==> src/design/isa_io_recovery_alias_defines.svh <==
`ifndef ISA_IO_RECOVERY_ALIAS_DEFINES_SVH
`define ISA_IO_RECOVERY_ALIAS_DEFINES_SVH

// ----------------------------------------------------------------------
// Register map
// ----------------------------------------------------------------------
`define REC_OFFSET       8'h4C
`define REC_RESET        8'h4D
`define REC_ALIAS_BIT    7
`define REC_EN8_BIT      6
`define REC_F8_HI        5
`define REC_F8_LO        3
`define REC_EN16_BIT     2
`define REC_F16_HI       1
`define REC_F16_LO       0

// ----------------------------------------------------------------------
// Address windows
// ----------------------------------------------------------------------
`define ALIAS_WIN_TOP    12'h009
`define ALIAS_DST_TOP    4'h8
`define DISTINCT_PORT    4'h2

// ----------------------------------------------------------------------
// Timing in half periods of the ISA bus clock
// ----------------------------------------------------------------------
`define BASE_REC_HALF    5'h07
`define CMD_WIDTH_HALF   3'h6
`define GAP_SAT          5'h1F

`endif

==> src/design/isa_io_recovery_alias_pkg.sv <==
package isa_io_recovery_alias_pkg;

	typedef enum logic [1:0]
	{
		S_IDLE = 2'b00,
		S_WAIT = 2'b01,
		S_CMD  = 2'b10
	} cyc_state_t;

endpackage

==> src/design/isa_io_recovery_alias.sv <==
// What this block does
// With aliasing on, 90h-9Fh accesses map onto 80h-8Fh.
// With aliasing on, only writes in that window reach ISA; reads stay.
// Alias control bit set: whole 90h-9Fh window forwarded, both ways.
// Port 92h is never aliased and is forwarded to ISA on all but ISA master accesses.
// Alias control bit set: ISA master accesses to 90h-9Fh get no response.
// Alias control bit set: 90h-9Fh accesses do not reload fast-off timer.
// Bit 6 selects programmed 8-bit recovery; clear means base 3.5 clocks.
// 8-bit field codes 001-111 add 1-7 clocks, 000 adds 8.
// Bit 2 enables 16-bit field; clear means base 3.5 clocks only.
// 16-bit field codes 01-11 add 1-3 clocks, 00 adds 4.
// At least 3.5 ISA clocks from command release to next command.
// Sub-cycles of one access run back to back with no recovery.
// Programmed recovery extends the gap in whole ISA clocks.
// Recovery restarts at each command end and holds the next command.
// Register is read/write; new value applies from next ISA cycle.
`timescale 1ns/10ps
`include "isa_io_recovery_alias_defines.svh"

module isa_io_recovery_alias
	import isa_io_recovery_alias_pkg::*;
(
	input  wire logic        CLK,
	input  wire logic        RESET,
	input  wire logic        ISA_CLK,
	input  wire logic        CFG_WR,
	input  wire logic        CFG_RD,
	input  wire logic [7:0]  CFG_ADDR,
	input  wire logic [7:0]  CFG_WDATA,
	output logic      [7:0]  CFG_RDATA,
	input  wire logic        REQ_VALID,
	input  wire logic        REQ_WRITE,
	input  wire logic        REQ_IS16,
	input  wire logic        REQ_SUBCYCLE,
	input  wire logic        REQ_ISA_MASTER,
	input  wire logic [15:0] REQ_ADDR,
	output logic             REQ_DONE,
	output logic             REQ_CLAIM,
	output logic             REQ_FWD,
	output logic             FAST_OFF_RELOAD,
	output logic             ISA_IOR_N,
	output logic             ISA_IOW_N,
	output logic      [15:0] ISA_SA
);

	logic [7:0]  cfg_q;
	logic [2:0]  sync_q;
	logic        isa_edge;
	cyc_state_t  state_q;
	logic [4:0]  rec_q;
	logic [2:0]  width_q;
	logic        is16_q;
	logic        sub_q;
	logic        in_win;
	logic        fwd_d;
	logic        claim_d;
	logic [15:0] addr_d;

	// ------------------------------------------------------------------
	// Helpers
	// ------------------------------------------------------------------
	function automatic logic alias_win(input logic [15:0] a);
		alias_win = (a[15:4] == `ALIAS_WIN_TOP);
	endfunction
	// Gap in ISA clock half periods: base 3.5 clocks plus whole clocks.
	function automatic logic [4:0] rec_half(input logic [7:0] c,
		input logic w16);
		logic [3:0] extra;
		extra = 4'h0;
		if (!w16 && c[`REC_EN8_BIT])
			extra = (c[`REC_F8_HI:`REC_F8_LO] == 3'h0) ? 4'h8 :
				{1'b0, c[`REC_F8_HI:`REC_F8_LO]};
		if (w16 && c[`REC_EN16_BIT])
			extra = (c[`REC_F16_HI:`REC_F16_LO] == 2'h0) ? 4'h4 :
				{2'b00, c[`REC_F16_HI:`REC_F16_LO]};
		rec_half = `BASE_REC_HALF + {extra, 1'b0};
	endfunction

	// ------------------------------------------------------------------
	// Configuration register
	// ------------------------------------------------------------------
	always_ff @(posedge CLK or posedge RESET)
	begin
		if (RESET)
			cfg_q <= `REC_RESET;
		else if (CFG_WR && CFG_ADDR == `REC_OFFSET)
			cfg_q <= CFG_WDATA;
	end
	always_ff @(posedge CLK or posedge RESET)
	begin
		if (RESET)
			CFG_RDATA <= 8'h00;
		else if (CFG_RD)
			CFG_RDATA <= (CFG_ADDR == `REC_OFFSET) ? cfg_q : 8'h00;
	end
	// ------------------------------------------------------------------
	// ISA clock edge finder
	// ------------------------------------------------------------------
	// Both edges are used so the half clock of the base gap is exact.
	always_ff @(posedge CLK or posedge RESET)
	begin
		if (RESET)
			sync_q <= 3'b000;
		else
			sync_q <= {sync_q[1:0], ISA_CLK};
	end

	assign isa_edge = sync_q[2] ^ sync_q[1];
	// ------------------------------------------------------------------
	// Address decode
	// ------------------------------------------------------------------
	always_comb
	begin
		in_win  = alias_win(REQ_ADDR);
		addr_d  = REQ_ADDR;
		claim_d = 1'b1;
		fwd_d   = 1'b1;
		if (REQ_ISA_MASTER)
		begin
			fwd_d   = 1'b0;
			claim_d = in_win && !cfg_q[`REC_ALIAS_BIT];
		end
		else if (in_win && REQ_ADDR[3:0] == `DISTINCT_PORT)
			fwd_d = 1'b1;
		else if (in_win && !cfg_q[`REC_ALIAS_BIT])
		begin
			addr_d = {REQ_ADDR[15:8], `ALIAS_DST_TOP, REQ_ADDR[3:0]};
			fwd_d  = REQ_WRITE;
		end
		// With the alias bit set the window passes through untouched.
	end
	// ------------------------------------------------------------------
	// Cycle sequencer
	// ------------------------------------------------------------------
	always_ff @(posedge CLK or posedge RESET)
	begin
		if (RESET)
		begin
			state_q         <= S_IDLE;
			REQ_DONE        <= 1'b0;
			REQ_CLAIM       <= 1'b0;
			REQ_FWD         <= 1'b0;
			FAST_OFF_RELOAD <= 1'b0;
			ISA_IOR_N       <= 1'b1;
			ISA_IOW_N       <= 1'b1;
			ISA_SA          <= 16'h0000;
			width_q         <= 3'h0;
			is16_q          <= 1'b0;
			sub_q           <= 1'b0;
		end
		else
		begin
			REQ_DONE        <= 1'b0;
			FAST_OFF_RELOAD <= 1'b0;
			case (state_q)
			S_IDLE:
			begin
				if (REQ_VALID && !REQ_DONE)
				begin
					REQ_CLAIM <= claim_d;
					REQ_FWD   <= fwd_d;
					ISA_SA    <= addr_d;
					is16_q    <= REQ_IS16;
					sub_q     <= REQ_SUBCYCLE;
					FAST_OFF_RELOAD <= claim_d &&
						!(in_win && cfg_q[`REC_ALIAS_BIT]);
					if (fwd_d)
						state_q <= S_WAIT;
					else
						REQ_DONE <= 1'b1;
				end
			end
			S_WAIT:
			begin
				// Sub-cycles skip the gap; others wait out the counter.
				if (isa_edge && (sub_q || rec_q == 5'h00))
				begin
					ISA_IOR_N <= REQ_WRITE;
					ISA_IOW_N <= !REQ_WRITE;
					width_q   <= `CMD_WIDTH_HALF;
					state_q   <= S_CMD;
				end
			end
			S_CMD:
			begin
				if (isa_edge)
				begin
					width_q <= width_q - 3'h1;
					if (width_q == 3'h1)
					begin
						ISA_IOR_N <= 1'b1;
						ISA_IOW_N <= 1'b1;
						REQ_DONE  <= 1'b1;
						state_q   <= S_IDLE;
					end
				end
			end
			default:
				state_q <= S_IDLE;
			endcase
		end
	end
	// Recovery counter, reloaded as each command is released.
	always_ff @(posedge CLK or posedge RESET)
	begin
		if (RESET)
			rec_q <= 5'h00;
		else if (state_q == S_CMD && isa_edge && width_q == 3'h1)
			rec_q <= rec_half(cfg_q, is16_q) - 5'h01;
		else if (isa_edge && rec_q != 5'h00)
			rec_q <= rec_q - 5'h01;
	end

	// ------------------------------------------------------------------
	// Assertions
	// ------------------------------------------------------------------
	logic       cmd_n;
	logic [4:0] gap_q;
	logic       idle_req;
	assign cmd_n    = ISA_IOR_N & ISA_IOW_N;
	assign idle_req = state_q == S_IDLE && REQ_VALID && !REQ_DONE;
	always_ff @(posedge CLK or posedge RESET)
	begin
		if (RESET)
			gap_q <= `GAP_SAT;
		else if (!cmd_n)
			gap_q <= 5'h00;
		else if (isa_edge && gap_q != `GAP_SAT)
			gap_q <= gap_q + 5'h01;
	end
endmodule

==> config.mk <==
export PLATFORM = sky130hd
export DESIGN_NAME = isa_io_recovery_alias
export DESIGN_NICKNAME = d
export VERILOG_FILES = /design/src/design/isa_io_recovery_alias_pkg.sv /design/src/design/isa_io_recovery_alias.sv
export VERILOG_INCLUDE_DIRS = /design/src /design/src/design
export SDC_FILE = /design/constraint.sdc
export NUM_CORES = 1
export LEC_CHECK = 0
export BUFFER_PORTS_ARGS = -buffer_cell sky130_fd_sc_hd__buf_2
export CAP_MARGIN = 20
export CORE_MARGIN = 5
export CORE_UTILIZATION = 51
export DETAILED_ROUTE_END_ITERATION = 7
export PLACE_DENSITY = 0.87
export SLEW_MARGIN = 20
export SYNTH_ARGS = -nofsm -noshare
export SYNTH_HDL_FRONTEND = slang
export SYNTH_SLANG_ARGS = --single-unit
==> constraint.sdc <==
create_clock -name CLK -period 2.5 [get_ports CLK]
set_clock_uncertainty 0.2 [all_clocks]
set_input_delay 0.25 -clock CLK [delete_from_list [all_inputs] [get_ports CLK]]
set_output_delay 0.25 -clock CLK [all_outputs]
set_load 0.02 [all_outputs]
==> summary.md, run 1 <==
| Metric | Value |
|---|---|
| Setup repair after global routing missed its margin | false |
| Critical Path, Cell by Cell | dlygate4sd3_1 -> buf_2 -> nor4bb_1 -> nand3_1 -> o41ai_1 -> nand2_1 |
| Yosys reg bits | between 50 and 60 |
| Mapped Cells | ~230 |
| Routed Antenna Nets | 0 |
| Initial Util | 52.0% |
| Crit Path Max Fanout | 3 |
| Vias in the first global route | 2296 |
| First drt pass iteration count | 4 |
| GR Util All Layers | 21.5% |
| Initial antenna violation count | 0 |
| Core area | 0.00469 sq mm |
| Worst-Margin Slew | 0.711 ns |
| PnR worst setup slack | approximately 0.33 ns |
| Port-buffer cells | 71 |
| Leak | ~1.7 nW |
| Largest cells by area after synthesis | dfrtp_1 (48%), nand2_1 (9.2%), dfstp_2 (6.5%) |
| Peak supply drop | roughly 0.69 mV |
| Total I/O pin count | 72 |
| Post-synth ARST share | between 90% and 100% |
| Layout Utilization | 69.1% |
| Post-cts sizing count | 0 |
| Vias per cell | 5.53 |
| Root buffer cell | clkbuf_8 |
| Clock power frac | roughly 16% |
| Worst slew margin | 51.9% |
| # DRC | 0 |
| FP Rows | 25 |
| Power density over cell area | between 900 and 1000 mW/mm^2 |
| Worst-Skew Late Latency | about 0.31 ns |
| Setup TNS | 0 ns |
| Worst Hold Class | in2reg |
| Largest net degree at the start of global routing | 28 |
| Final Hold Fails | 0 |
| DR WL/cell | 16.3 microns |
| Yosys Warn Count | 0 |
| Part of the power in registers | 46.0% |
| Fmax | 0.462 GHz |
| Slew Limit Fails | 0 |
| CTS clk-pin slew, worst paths | 0.10 ns |
| Tcrit/Tclk final | between 80 and 90% |
| Number of CTS-inserted buffers | 5 |
| Slowest cell delay on critical path | 0.54 ns |
| Die ar. | ~0.0063 sq mm |
| DR vias | 2140 |
| Switch share | 39.7% |
| CP Data Required Time | 2.47 ns |
| Cell family with most CP delay | simple AND/OR/NAND/NOR gates |
| Bufs on Longest Clock Path | 2 |
| Combinational share of power | between 30% and 40% |
| TritonCTS clock tree | done |
| Commonest cells after routing, fill and taps aside | buf_2 (71), nand2_1 (60), dfrtp_1 (47) |
| Clock sink count | 53 |
| GR Overflow Total | 0 |
| WS Path Type | in2reg |
| Syn Area/Cell | roughly 11 sq um |
| Post-synth EDFFs | 0 |
| Max stage delay cell, worst path | dlygate4sd3_1 |
| Synthesized area | about 0.0024 sq mm |
| CP bufs+invs | 2 |
| Post-synth net total | 276 |
| Fin nets | between 300 and 400 |
| First-pass GRT wire length | 10700 microns |
| ANT cells | 0 |
| Seq/Total Area, Yosys | 54.7% |
| Most common cell after layout, fill and taps aside | buf_2 |
| Critical path capture point type | flop |
| Area Overhead vs Synth | 32.9% |
| Fraction of final layout cells sized beyond drive strength 1 | approximately a third |
| Final setup fails | 0 |
| Critical path arrival | between 2 and 2.5 ns |
| Routed WL | 6310 microns |
| DIE HEIGHT | 79.2 microns |
| Cell taking the most area after synthesis | dfrtp_1 |
| Final Critical Period | approximately 2.2 ns |
| DP Wirelength | between 4000 and 5000 microns |
| P_int | 1.77 mW |
| Max-Cap Viols | 0 |
| CTS H-tree depth | 2 |
| Outcome | completed |
| Post-synth top flop | dfrtp_1 |
| Die extent in x | 79.2 microns |
| Pre-CTS WS | 0.414 ns |
| Initial DRC count | 133 |
| Count of cell types in the netlist | 44 |
| Startpoint types | primary input |
| Switching power | 1.17 mW |
| Area share of the leading cell type in the synthesized netlist | between 40 and 50% |
| Final Wtd Congestion | 0.849 |
==> registers in the layout, indices dropped and copies added, names as in the netlist <==
| signal | flops |
|---|---|
| ISA_SA | 16 |
| CFG_RDATA | 8 |
| cfg_q | 8 |
| rec_q | 5 |
| sync_q | 3 |
| width_q | 3 |
| state_q | 2 |
| FAST_OFF_RELOAD | 1 |
| ISA_IOR_N | 1 |
| ISA_IOW_N | 1 |
| REQ_CLAIM | 1 |
| REQ_DONE | 1 |
| REQ_FWD | 1 |
| is16_q | 1 |
| sub_q | 1 |
==> synthesized netlist by cell type (all sizes together), types with 2 or more instances <==
| library cell | number |
|---|---|
| clkbuf | 4 |
| o32ai | 2 |
| dfrtp | 47 |
| nand2 | 61 |
| a22o | 8 |
| o21ai | 6 |
| buf | 3 |
| or4b | 4 |
| inv | 10 |
| nor3 | 5 |
| mux2i | 4 |
| nor4b | 4 |
| mux2 | 9 |
| a21oi | 3 |
| nand3 | 6 |
| xor2 | 5 |
| a21o | 4 |
| xnor2 | 2 |
| ha | 5 |
| nor4 | 3 |
| dfstp | 6 |
| nor2 | 11 |
| a31oi | 2 |
| or3 | 2 |
==> layer usage <==
layer  vias to the layer above  global-route usage (%)  wire (microns)
met4                         0                    10.7             200
met1                      1057                    25.9            2470
met3                        21                    3.40             285
li1                        994                       -               -
met2                        68                    37.3            3350
met5                         -                       0               0
==> metrics by stage <==
stage / std cells / power [mW] / hold slack (ns) / cell area, sq um
after floorplan: 229 / 2.04 / 0.0814 / 2440
after global placement: 351 / 2.36 / 0.136 / 2880
after detailed placement: 351 / 2.43 / 0.136 / 2880
after CTS: 387 / 2.92 / 0.0577 / 3240
after global routing: 387 / 3.12 / 0.0723 / 3240
final: 387 / 2.94 / 0.0600 / 3240
==> tightest hold or removal path, cell delays in order <==
cell    delay, ns
buf_2        0.11
mux2_2       0.14
nor2_1       0.04
==> power by group through the flow <==
stage / registers [mW] / logic (mW) / clock network, mW
6_report: 1.35 / 1.12 / 0.464
3_5_place_dp: 1.35 / 1.07 / 0
5_1_grt: 1.38 / 1.23 / 0.506
4_1_cts: 1.34 / 1.11 / 0.468
3_3_place_gp: 1.34 / 1.02 / 0
2_1_floorplan: 1.50 / 0.540 / 0
==> area by class of cell <==
cell class / count / area [sq um]
Fill cell: 315 / 1450
Sequential cell: 53 / 1330
Inverter: 10 / 37.5
Timing Repair Buffer: 103 / 678
Multi-Input combinational cell: 159 / 1040
Clock buffer: 6 / 72.6
Clock inverter: 2 / 10.0
Tap cell: 54 / 67.6
==> worst paths after layout <==
check                                startpoint  cells past startpoint                        end  slack [ns]
max                                 REQ_ADDR[5]                      6        REQ_FWD$_DFFE_PP0P_        0.33
min                              REQ_ISA_MASTER                      3  FAST_OFF_RELOAD$_DFF_PP0_        0.06
max reg2reg                rec_q[0]$_DFFE_PP0P_                      6      ISA_IOW_N$_DFFE_PP1P_        0.38
min reg2reg                 sync_q[0]$_DFF_PP0_                      0        sync_q[1]$_DFF_PP0_        0.15
max in group asynchronous                 RESET                      4       cfg_q[2]$_DFFE_PP1P_        1.13
min in group asynchronous                 RESET                      3         REQ_DONE$_DFF_PP0_        0.35
==> timing repair <==
item                                   4_1_cts  5_1_grt
setup buffers                                0        0
endpoints found under the hold margin       51        0
hold buffers                                28        0
==> kinds of logic after synthesis <==
logic type / after synthesis / share of synthesized area [%]
and+or+nand+nor: 102 / 20.8
DFF: 53 / 54.7
AOI/OAI and AO/OA: 32 / 9.49
buffers and inverters: 17 / 2.87
muxes: 13 / 7.03
xor gates and xnor gates: 7 / 2.51
adders and majority gates: 5 / 2.57
Power figures use the tool's default switching activity.
==> run 2: changes to the inputs <==
==> constraint.sdc (replaced) <==
create_clock -name CLK -period 2.5 [get_ports CLK]
set_clock_uncertainty 0.2 [all_clocks]
set_input_delay 0.5 -clock CLK [delete_from_list [all_inputs] [get_ports CLK]]
set_output_delay 0.5 -clock CLK [all_outputs]
set_load 0.02 [all_outputs]
==> summary.md, run 2 (synthesis gave the netlist of run 1 again) <==
| Metric | Value |
|---|---|
| Routed Antenna Nets | 0 (unchanged) |
| Total I/O pin count | 72 (unchanged) |
| First drt pass iteration count | 4 (unchanged) |
| CTS clk-pin slew, worst paths | 0.09 ns (about the same) |
| Slew Limit Fails | 0 (unchanged) |
| Number of CTS-inserted buffers | 5 (unchanged) |
| PnR worst setup slack | 0.391 ns (+0.0565 ns) |
| Clock sink count | 53 (unchanged) |
| Hold Buf Count CTS | 0 (-100%) |
| Pwr Total | 2.87 mW (-2.2%) |
| Worst-Margin Slew | 0.654 ns (-0.0569 ns) |
| Initial Util | 52.0% (unchanged) |
| Most flops, register | ISA_SA |
| GR Util All Layers | 18.8% (-2.7 points) |
| Post-cts sizing count | 0 (unchanged) |
| TritonCTS clock tree | done |
| DR WL/cell | 15.2 microns (-7.0%) |
| Startpoint types | flop |
| Switching power | 1.12 mW (-3.8%) |
| Clock power frac | 16.2% (+0.4 points) |
| Root buffer cell | clkbuf_8 |
| Fraction of final layout cells sized beyond drive strength 1 | 35.3% (+3.5 points) |
| CP Data Required Time | 2.54 ns (+0.07 ns) |
| Vias per cell | 5.38 (-2.7%) |
| Worst Hold Class | in2async |
| Combinational share of power | 38.1% (about the same) |
| CTS H-tree depth | 2 (unchanged) |
| Fin nets | 352 (-7.1%) |
| Peak supply drop | 0.703 mV (+1.3%) |
| Final Hold Fails | 0 (unchanged) |
| Leak | 1.57 nW (-6.7%) |
| Tcrit/Tclk final | 84.4% (-2.3 points) |
| Outcome | completed |
| Setup TNS | 0 ns (unchanged) |
| Part of the power in registers | 45.7% (-0.3 points) |
| Pre-CTS WS | 0.224 ns (-0.189 ns) |
| FP Rows | 25 (unchanged) |
| Crit Path Max Fanout | 4 (+1) |
| Most common cell after layout, fill and taps aside | buf_2 |
| WS Path Type | reg2reg |
| P_int | 1.75 mW (-1.1%) |
| Max FFs per register | 16 (unchanged) |
| WHS | 0.00742 ns (-0.0526 ns) |
| Largest regs | ISA_SA x16, CFG_RDATA x8, cfg_q x8 |
| Final Wtd Congestion | 0.854 (+0.57%) |
| Final setup fails | 0 (unchanged) |
| Max-Cap Viols | 0 (unchanged) |
| Core area | 0.00469 sq mm (unchanged) |
| Initial DRC count | 167 (+26%) |
| Critical path capture point type | flop |
| DR vias | 1936 (-9.5%) |
| Die ar. | 0.00626 sq mm (unchanged) |
| # DRC | 0 (unchanged) |
| DP Wirelength | 4070 microns (-3.5%) |
| Worst-Skew Late Latency | 0.30 ns (about the same) |
| # Post-CTS Setup Buffers | 0 (unchanged) |
| Area Overhead vs Synth | 21.9% |
| GR Overflow Total | 0 (unchanged) |
| Fmax | 0.474 GHz (+2.7%) |
| DIE HEIGHT | 79.2 microns (unchanged) |
| Final Critical Period | 2.11 ns (-0.0565 ns) |
| Commonest cells after routing, fill and taps aside | buf_2 (71), nand2_1 (60), dfrtp_1 (47) |
| Setup repair after global routing missed its margin | false |
| Port-buffer cells | 71 (unchanged) |
| Bufs on Longest Clock Path | 2 (unchanged) |
| Critical path arrival | 2.15 ns (+0.02 ns) |
| Initial antenna violation count | 0 (unchanged) |
| Worst slew margin | 55.8% (+3.8 points) |
| ANT cells | 0 (unchanged) |
| Power density over cell area | 967 mW/mm^2 (+6.7%) |
| Largest net degree at the start of global routing | 33 (+18%) |
| Routed WL | 5460 microns (-13%) |
| Die extent in x | 79.2 microns (unchanged) |
| Vias in the first global route | 1934 (-16%) |
| Switch share | 39.0% (-0.66 points) |
| R2R depth | 6 (unchanged) |
| First-pass GRT wire length | 9280 microns (-13%) |
-- run 2: power by group through the flow --
stage                     Combinational [mW]  Clock [mW]  Sequential [mW]
after floorplan                        0.540           0             1.50
after global placement                  1.05           0             1.32
after global routing                    1.23       0.519             1.35
after detailed placement                1.10           0             1.32
after CTS                               1.11       0.476             1.31
final                                   1.10       0.465             1.31
-- run 2: per-stage QoR --
stage               std cells  cell area, sq um  utilization [%]
global route              360              2970             63.3
detailed placement        352              2890             61.5
CTS                       360              2970             63.3
global placement          352              2890             61.5
floorplan                 229              2440                -
finish                    360              2970             63.3
-- run 2: final timing paths --
path	slack (ns)	start	end
setup reg to reg	0.39	rec_q[0]$_DFFE_PP0P_	ISA_IOW_N$_DFFE_PP1P_
min in group CLK	0.11	ISA_CLK	sync_q[0]$_DFF_PP0_
hold / removal	0.007	RESET	CFG_RDATA[4]$_DFFE_PP0P_
max in group asynchronous	1.50	RESET	ISA_IOR_N$_DFFE_PP1P_
setup / recovery	0.39	rec_q[0]$_DFFE_PP0P_	ISA_IOW_N$_DFFE_PP1P_
hold reg to reg	0.17	sync_q[0]$_DFF_PP0_	sync_q[1]$_DFF_PP0_
-- run 2: final cells by class --
| cell class | instances | area [sq um] |
|---|---|---|
| well taps | 54 | 67.6 |
| repair buffers | 76 | 405 |
| inverters | 10 | 37.5 |
| clock buffers | 5 | 68.8 |
| fillers | 366 | 1720 |
| flip-flops and latches | 53 | 1330 |
| clock inverters | 3 | 17.5 |
| multi-input cells | 159 | 1040 |
-- run 2: critical path: stages (launching register included) --
cell and delay [ns]:
dfrtp_1 0.41, inv_1 0.09, ha_1 0.16, nor4b_1 0.41, o211ai_1 0.25, nor2_1 0.29
mux2i_1 0.23
-- run 2: routing by layer --
layer	GRT usage (%)	part of all wire, %
met5	0	0
met2	32.2	52
met4	7.04	1.5
met1	23.2	42
met3	3.97	4.3
==> run 3: changes to the inputs <==
--- a/config.mk
+++ b/config.mk
@@ -9,9 +9,9 @@
 export BUFFER_PORTS_ARGS = -buffer_cell sky130_fd_sc_hd__buf_2
 export CAP_MARGIN = 20
 export CORE_MARGIN = 5
-export CORE_UTILIZATION = 51
+export CORE_UTILIZATION = 46
 export DETAILED_ROUTE_END_ITERATION = 7
-export PLACE_DENSITY = 0.87
+export PLACE_DENSITY = 0.83
 export SLEW_MARGIN = 20
 export SYNTH_ARGS = -nofsm -noshare
 export SYNTH_HDL_FRONTEND = slang
==> constraint.sdc (replaced) <==
create_clock -name CLK -period 1.8 [get_ports CLK]
set_clock_uncertainty 0.2 [all_clocks]
set_input_delay 0.36 -clock CLK [delete_from_list [all_inputs] [get_ports CLK]]
set_output_delay 0.36 -clock CLK [all_outputs]
set_load 0.02 [all_outputs]
==> summary.md, run 3 (synthesis gave the netlist of run 1 again) <==
| Metric | Value |
|---|---|
| Outcome | completed |
| Most flops, register | ISA_SA |
| Vias per cell | 5.13 (-4.7%) |
| Pre-CTS WS | -0.311 ns (-0.535 ns) |
| Max FFs per register | 16 (unchanged) |
| FF+latch area | 0.00133 sq mm (unchanged) |
| Final Hold Fails | 0 (unchanged) |
| Combinational share of power | 39.5% (+1.4 points) |
| Critical path arrival | 1.78 ns (-0.37 ns) |
| Fin nets | 373 (+6.0%) |
| Initial antenna violation count | 0 (unchanged) |
| Finished Layout Cells | 397 (+10%) |
| Switching power | 1.67 mW (+49%) |
| CTS H-tree depth | 2 (unchanged) |
| Worst-Skew Late Latency | 0.31 ns (about the same) |
| Footprint of the multi-input gates | 0.00111 sq mm (+6.4%) |
| First drt pass iteration count | 4 (unchanged) |
| Routed Antenna Nets | 0 (unchanged) |
| Critical path capture point type | flop |
| Area Overhead vs Synth | 35.5% |
| Vias in the first global route | 2063 (+6.7%) |
| Setup TNS | 0 ns (unchanged) |
| Part of the power in registers | 40.0% (-5.7 points) |
| FP Rows | 26 (+4.0%) |
| Pwr Total | 4.59 mW (+60%) |
| DR vias | 2035 (+5.1%) |
| Placed cells | 386 (+9.7%) |
| CTS clk-pin slew, worst paths | 0.09 ns (about the same) |
| DIE HEIGHT | 82.8 microns (+4.6%) |
| Final Wtd Congestion | 0.790 (-7.6%) |
| Root buffer cell | clkbuf_8 |
| Leak | 1.73 nW (+9.7%) |
| Bufs on Longest Clock Path | 2 (unchanged) |
| Final instance area | 0.00330 sq mm (+11%) |
| Port-buffer cells | 71 (unchanged) |
| Commonest cells after routing, fill and taps aside | buf_2 (70), nand2_1 (60), dfrtp_1 (47) |
| Worst-Margin Slew | 0.432 ns (-0.222 ns) |
| Peak supply drop | 0.839 mV (+19%) |
| Initial DRC count | 87 (-48%) |
| Final setup fails | 0 (unchanged) |
| Clock power frac | 20.5% (+4.3 points) |
| Layout Utilization | 64.3% (+0.93 points) |
| Largest regs | ISA_SA x16, CFG_RDATA x8, cfg_q x8 |
| # DRC | 0 (unchanged) |
| Setup repair after global routing missed its margin | true |
| Max-Cap Viols | 0 (unchanged) |
| GR Overflow Total | 0 (unchanged) |
| CP Data Required Time | 1.79 ns (-0.75 ns) |
| Switch share | 36.3% (-2.7 points) |
| WHS | 0.0441 ns (+0.0367 ns) |
| Max stage delay cell, worst path | or4b_4 |
| P_int | 2.92 mW (+67%) |
| Final-layout fill cell count | 423 (+16%) |
| Fraction of final layout cells sized beyond drive strength 1 | 41.9% (+6.6 points) |
| Worst slew margin | 71.1% (+15 points) |
| Crit Path Max Fanout | 4 (unchanged) |
| Power density over cell area | 1390 mW/mm^2 (+44%) |
| First-pass GRT wire length | 9580 microns (+3.3%) |
| Clock sink count | 53 (unchanged) |
| Die extent in x | 82.8 microns (+4.6%) |
| Tcrit/Tclk final | 99.2% (+15 points) |
| DR WL/cell | 14.5 microns (-4.5%) |
| Slew Limit Fails | 0 (unchanged) |
| Critical Path, Cell by Cell | inv_2 -> ha_4 -> or4b_4 -> nand4_1 -> xor2_1 -> a22oi_1 |
| Most common cell after layout, fill and taps aside | buf_2 |
| Area after DPL | 0.00309 sq mm (+7.1%) |
| Core area | 0.00514 sq mm (+9.5%) |
| Largest net degree at the start of global routing | 23 (-30%) |
| Slowest cell delay on critical path | 0.48 ns (+0.07 ns) |
| Worst Hold Class | in2reg |
| PnR worst setup slack | 0.0145 ns (-0.377 ns) |
| TritonCTS clock tree | done |
| Startpoint types | flop |
| Number of CTS-inserted buffers | 5 (unchanged) |
| GR Util All Layers | 17.0% (-1.7 points) |
| WS Path Type | reg2reg |
| DP Wirelength | 4320 microns (+6.1%) |
| Initial Util | 47.4% (-4.5 points) |
| Fmax | 0.560 GHz (+18%) |
| Routed WL | 5750 microns (+5.4%) |
| ANT cells | 0 (unchanged) |
| Total I/O pin count | 72 (unchanged) |
| Final Critical Period | 1.79 ns (-0.323 ns) |
| Die ar. | 0.00686 sq mm (+9.5%) |
[run 3: cell count changes in the layout (fill, tap and decap cells not counted), sizes merged]
cell,previous run,this run
buf,76,95
bufinv,0,2
clkinv,2,1
dlygate4sd3,0,2
inv,10,9
[run 3: cell type report]
| class | instances | area share (%) |
|---|---|---|
| Clock buffer | 5 | 2.08 |
| Clock inverter | 3 | 1.97 |
| Tap cell | 70 | 2.65 |
| Inverter | 10 | 1.25 |
| Timing Repair Buffer | 97 | 18.1 |
| Multi-Input combinational cell | 159 | 33.5 |
| Sequential cell | 53 | 40.4 |
[run 3: final timing paths]
path | start | to | slack [ns] | cells after the start
max | rec_q[1]$_DFFE_PP0P_ | rec_q[4]$_DFFE_PP0P_ | 0.01 | 6
min | REQ_ADDR[7] | ISA_SA[7]$_DFFE_PP0P_ | 0.04 | 3
max reg2reg | rec_q[1]$_DFFE_PP0P_ | rec_q[4]$_DFFE_PP0P_ | 0.01 | 6
min reg2reg | sync_q[0]$_DFF_PP0_ | sync_q[1]$_DFF_PP0_ | 0.16 | 0
max in group asynchronous | RESET | ISA_IOR_N$_DFFE_PP1P_ | 0.51 | 4
min in group asynchronous | RESET | CFG_RDATA[4]$_DFFE_PP0P_ | 0.40 | 3
[run 3: power by group through the flow]
stage                     sequential [mW]  combinational (mW)  clock (mW)
final                                1.84                1.81       0.942
after global routing                 1.87                2.00        1.00
after CTS                            1.83                1.80       0.956
after detailed placement             1.83                1.75           0
after global placement               1.81                1.69           0
after floorplan                      2.10               0.793           0
[run 3: timing repair]
item / in CTS / in global routing
setup endpoints to repair: 7 / 11
hold buffers: 2 / 0
setup buffers: 0 / 1
hold endpoints to repair: 13 / 0
resized for setup: 5 / 5
pin swaps: 2 / 5
[run 3: worst max-delay path: cells and delay by family (launching register included)]
family,cells,cell delay (ns)
AO/OA/AOI/OAI,1,0.10
buffers and inverters,1,0.08
adder cells (fa/ha/maj),1,0.14
flip-flops,1,0.40
XOR/XNOR,1,0.16
AND/OR/NAND/NOR,2,0.60
[run 3: metal layers]
| layer | vias to the layer above | track usage, % | part of all wire [%] |
|---|---|---|---|
| li1 | 988 | - | - |
| met1 | 980 | 20.2 | 41 |
| met2 | 51 | 29.3 | 52 |
| met3 | 16 | 3.86 | 4.5 |
| met4 | 0 | 7.73 | 3.1 |
| met5 | - | 0 | 0 |
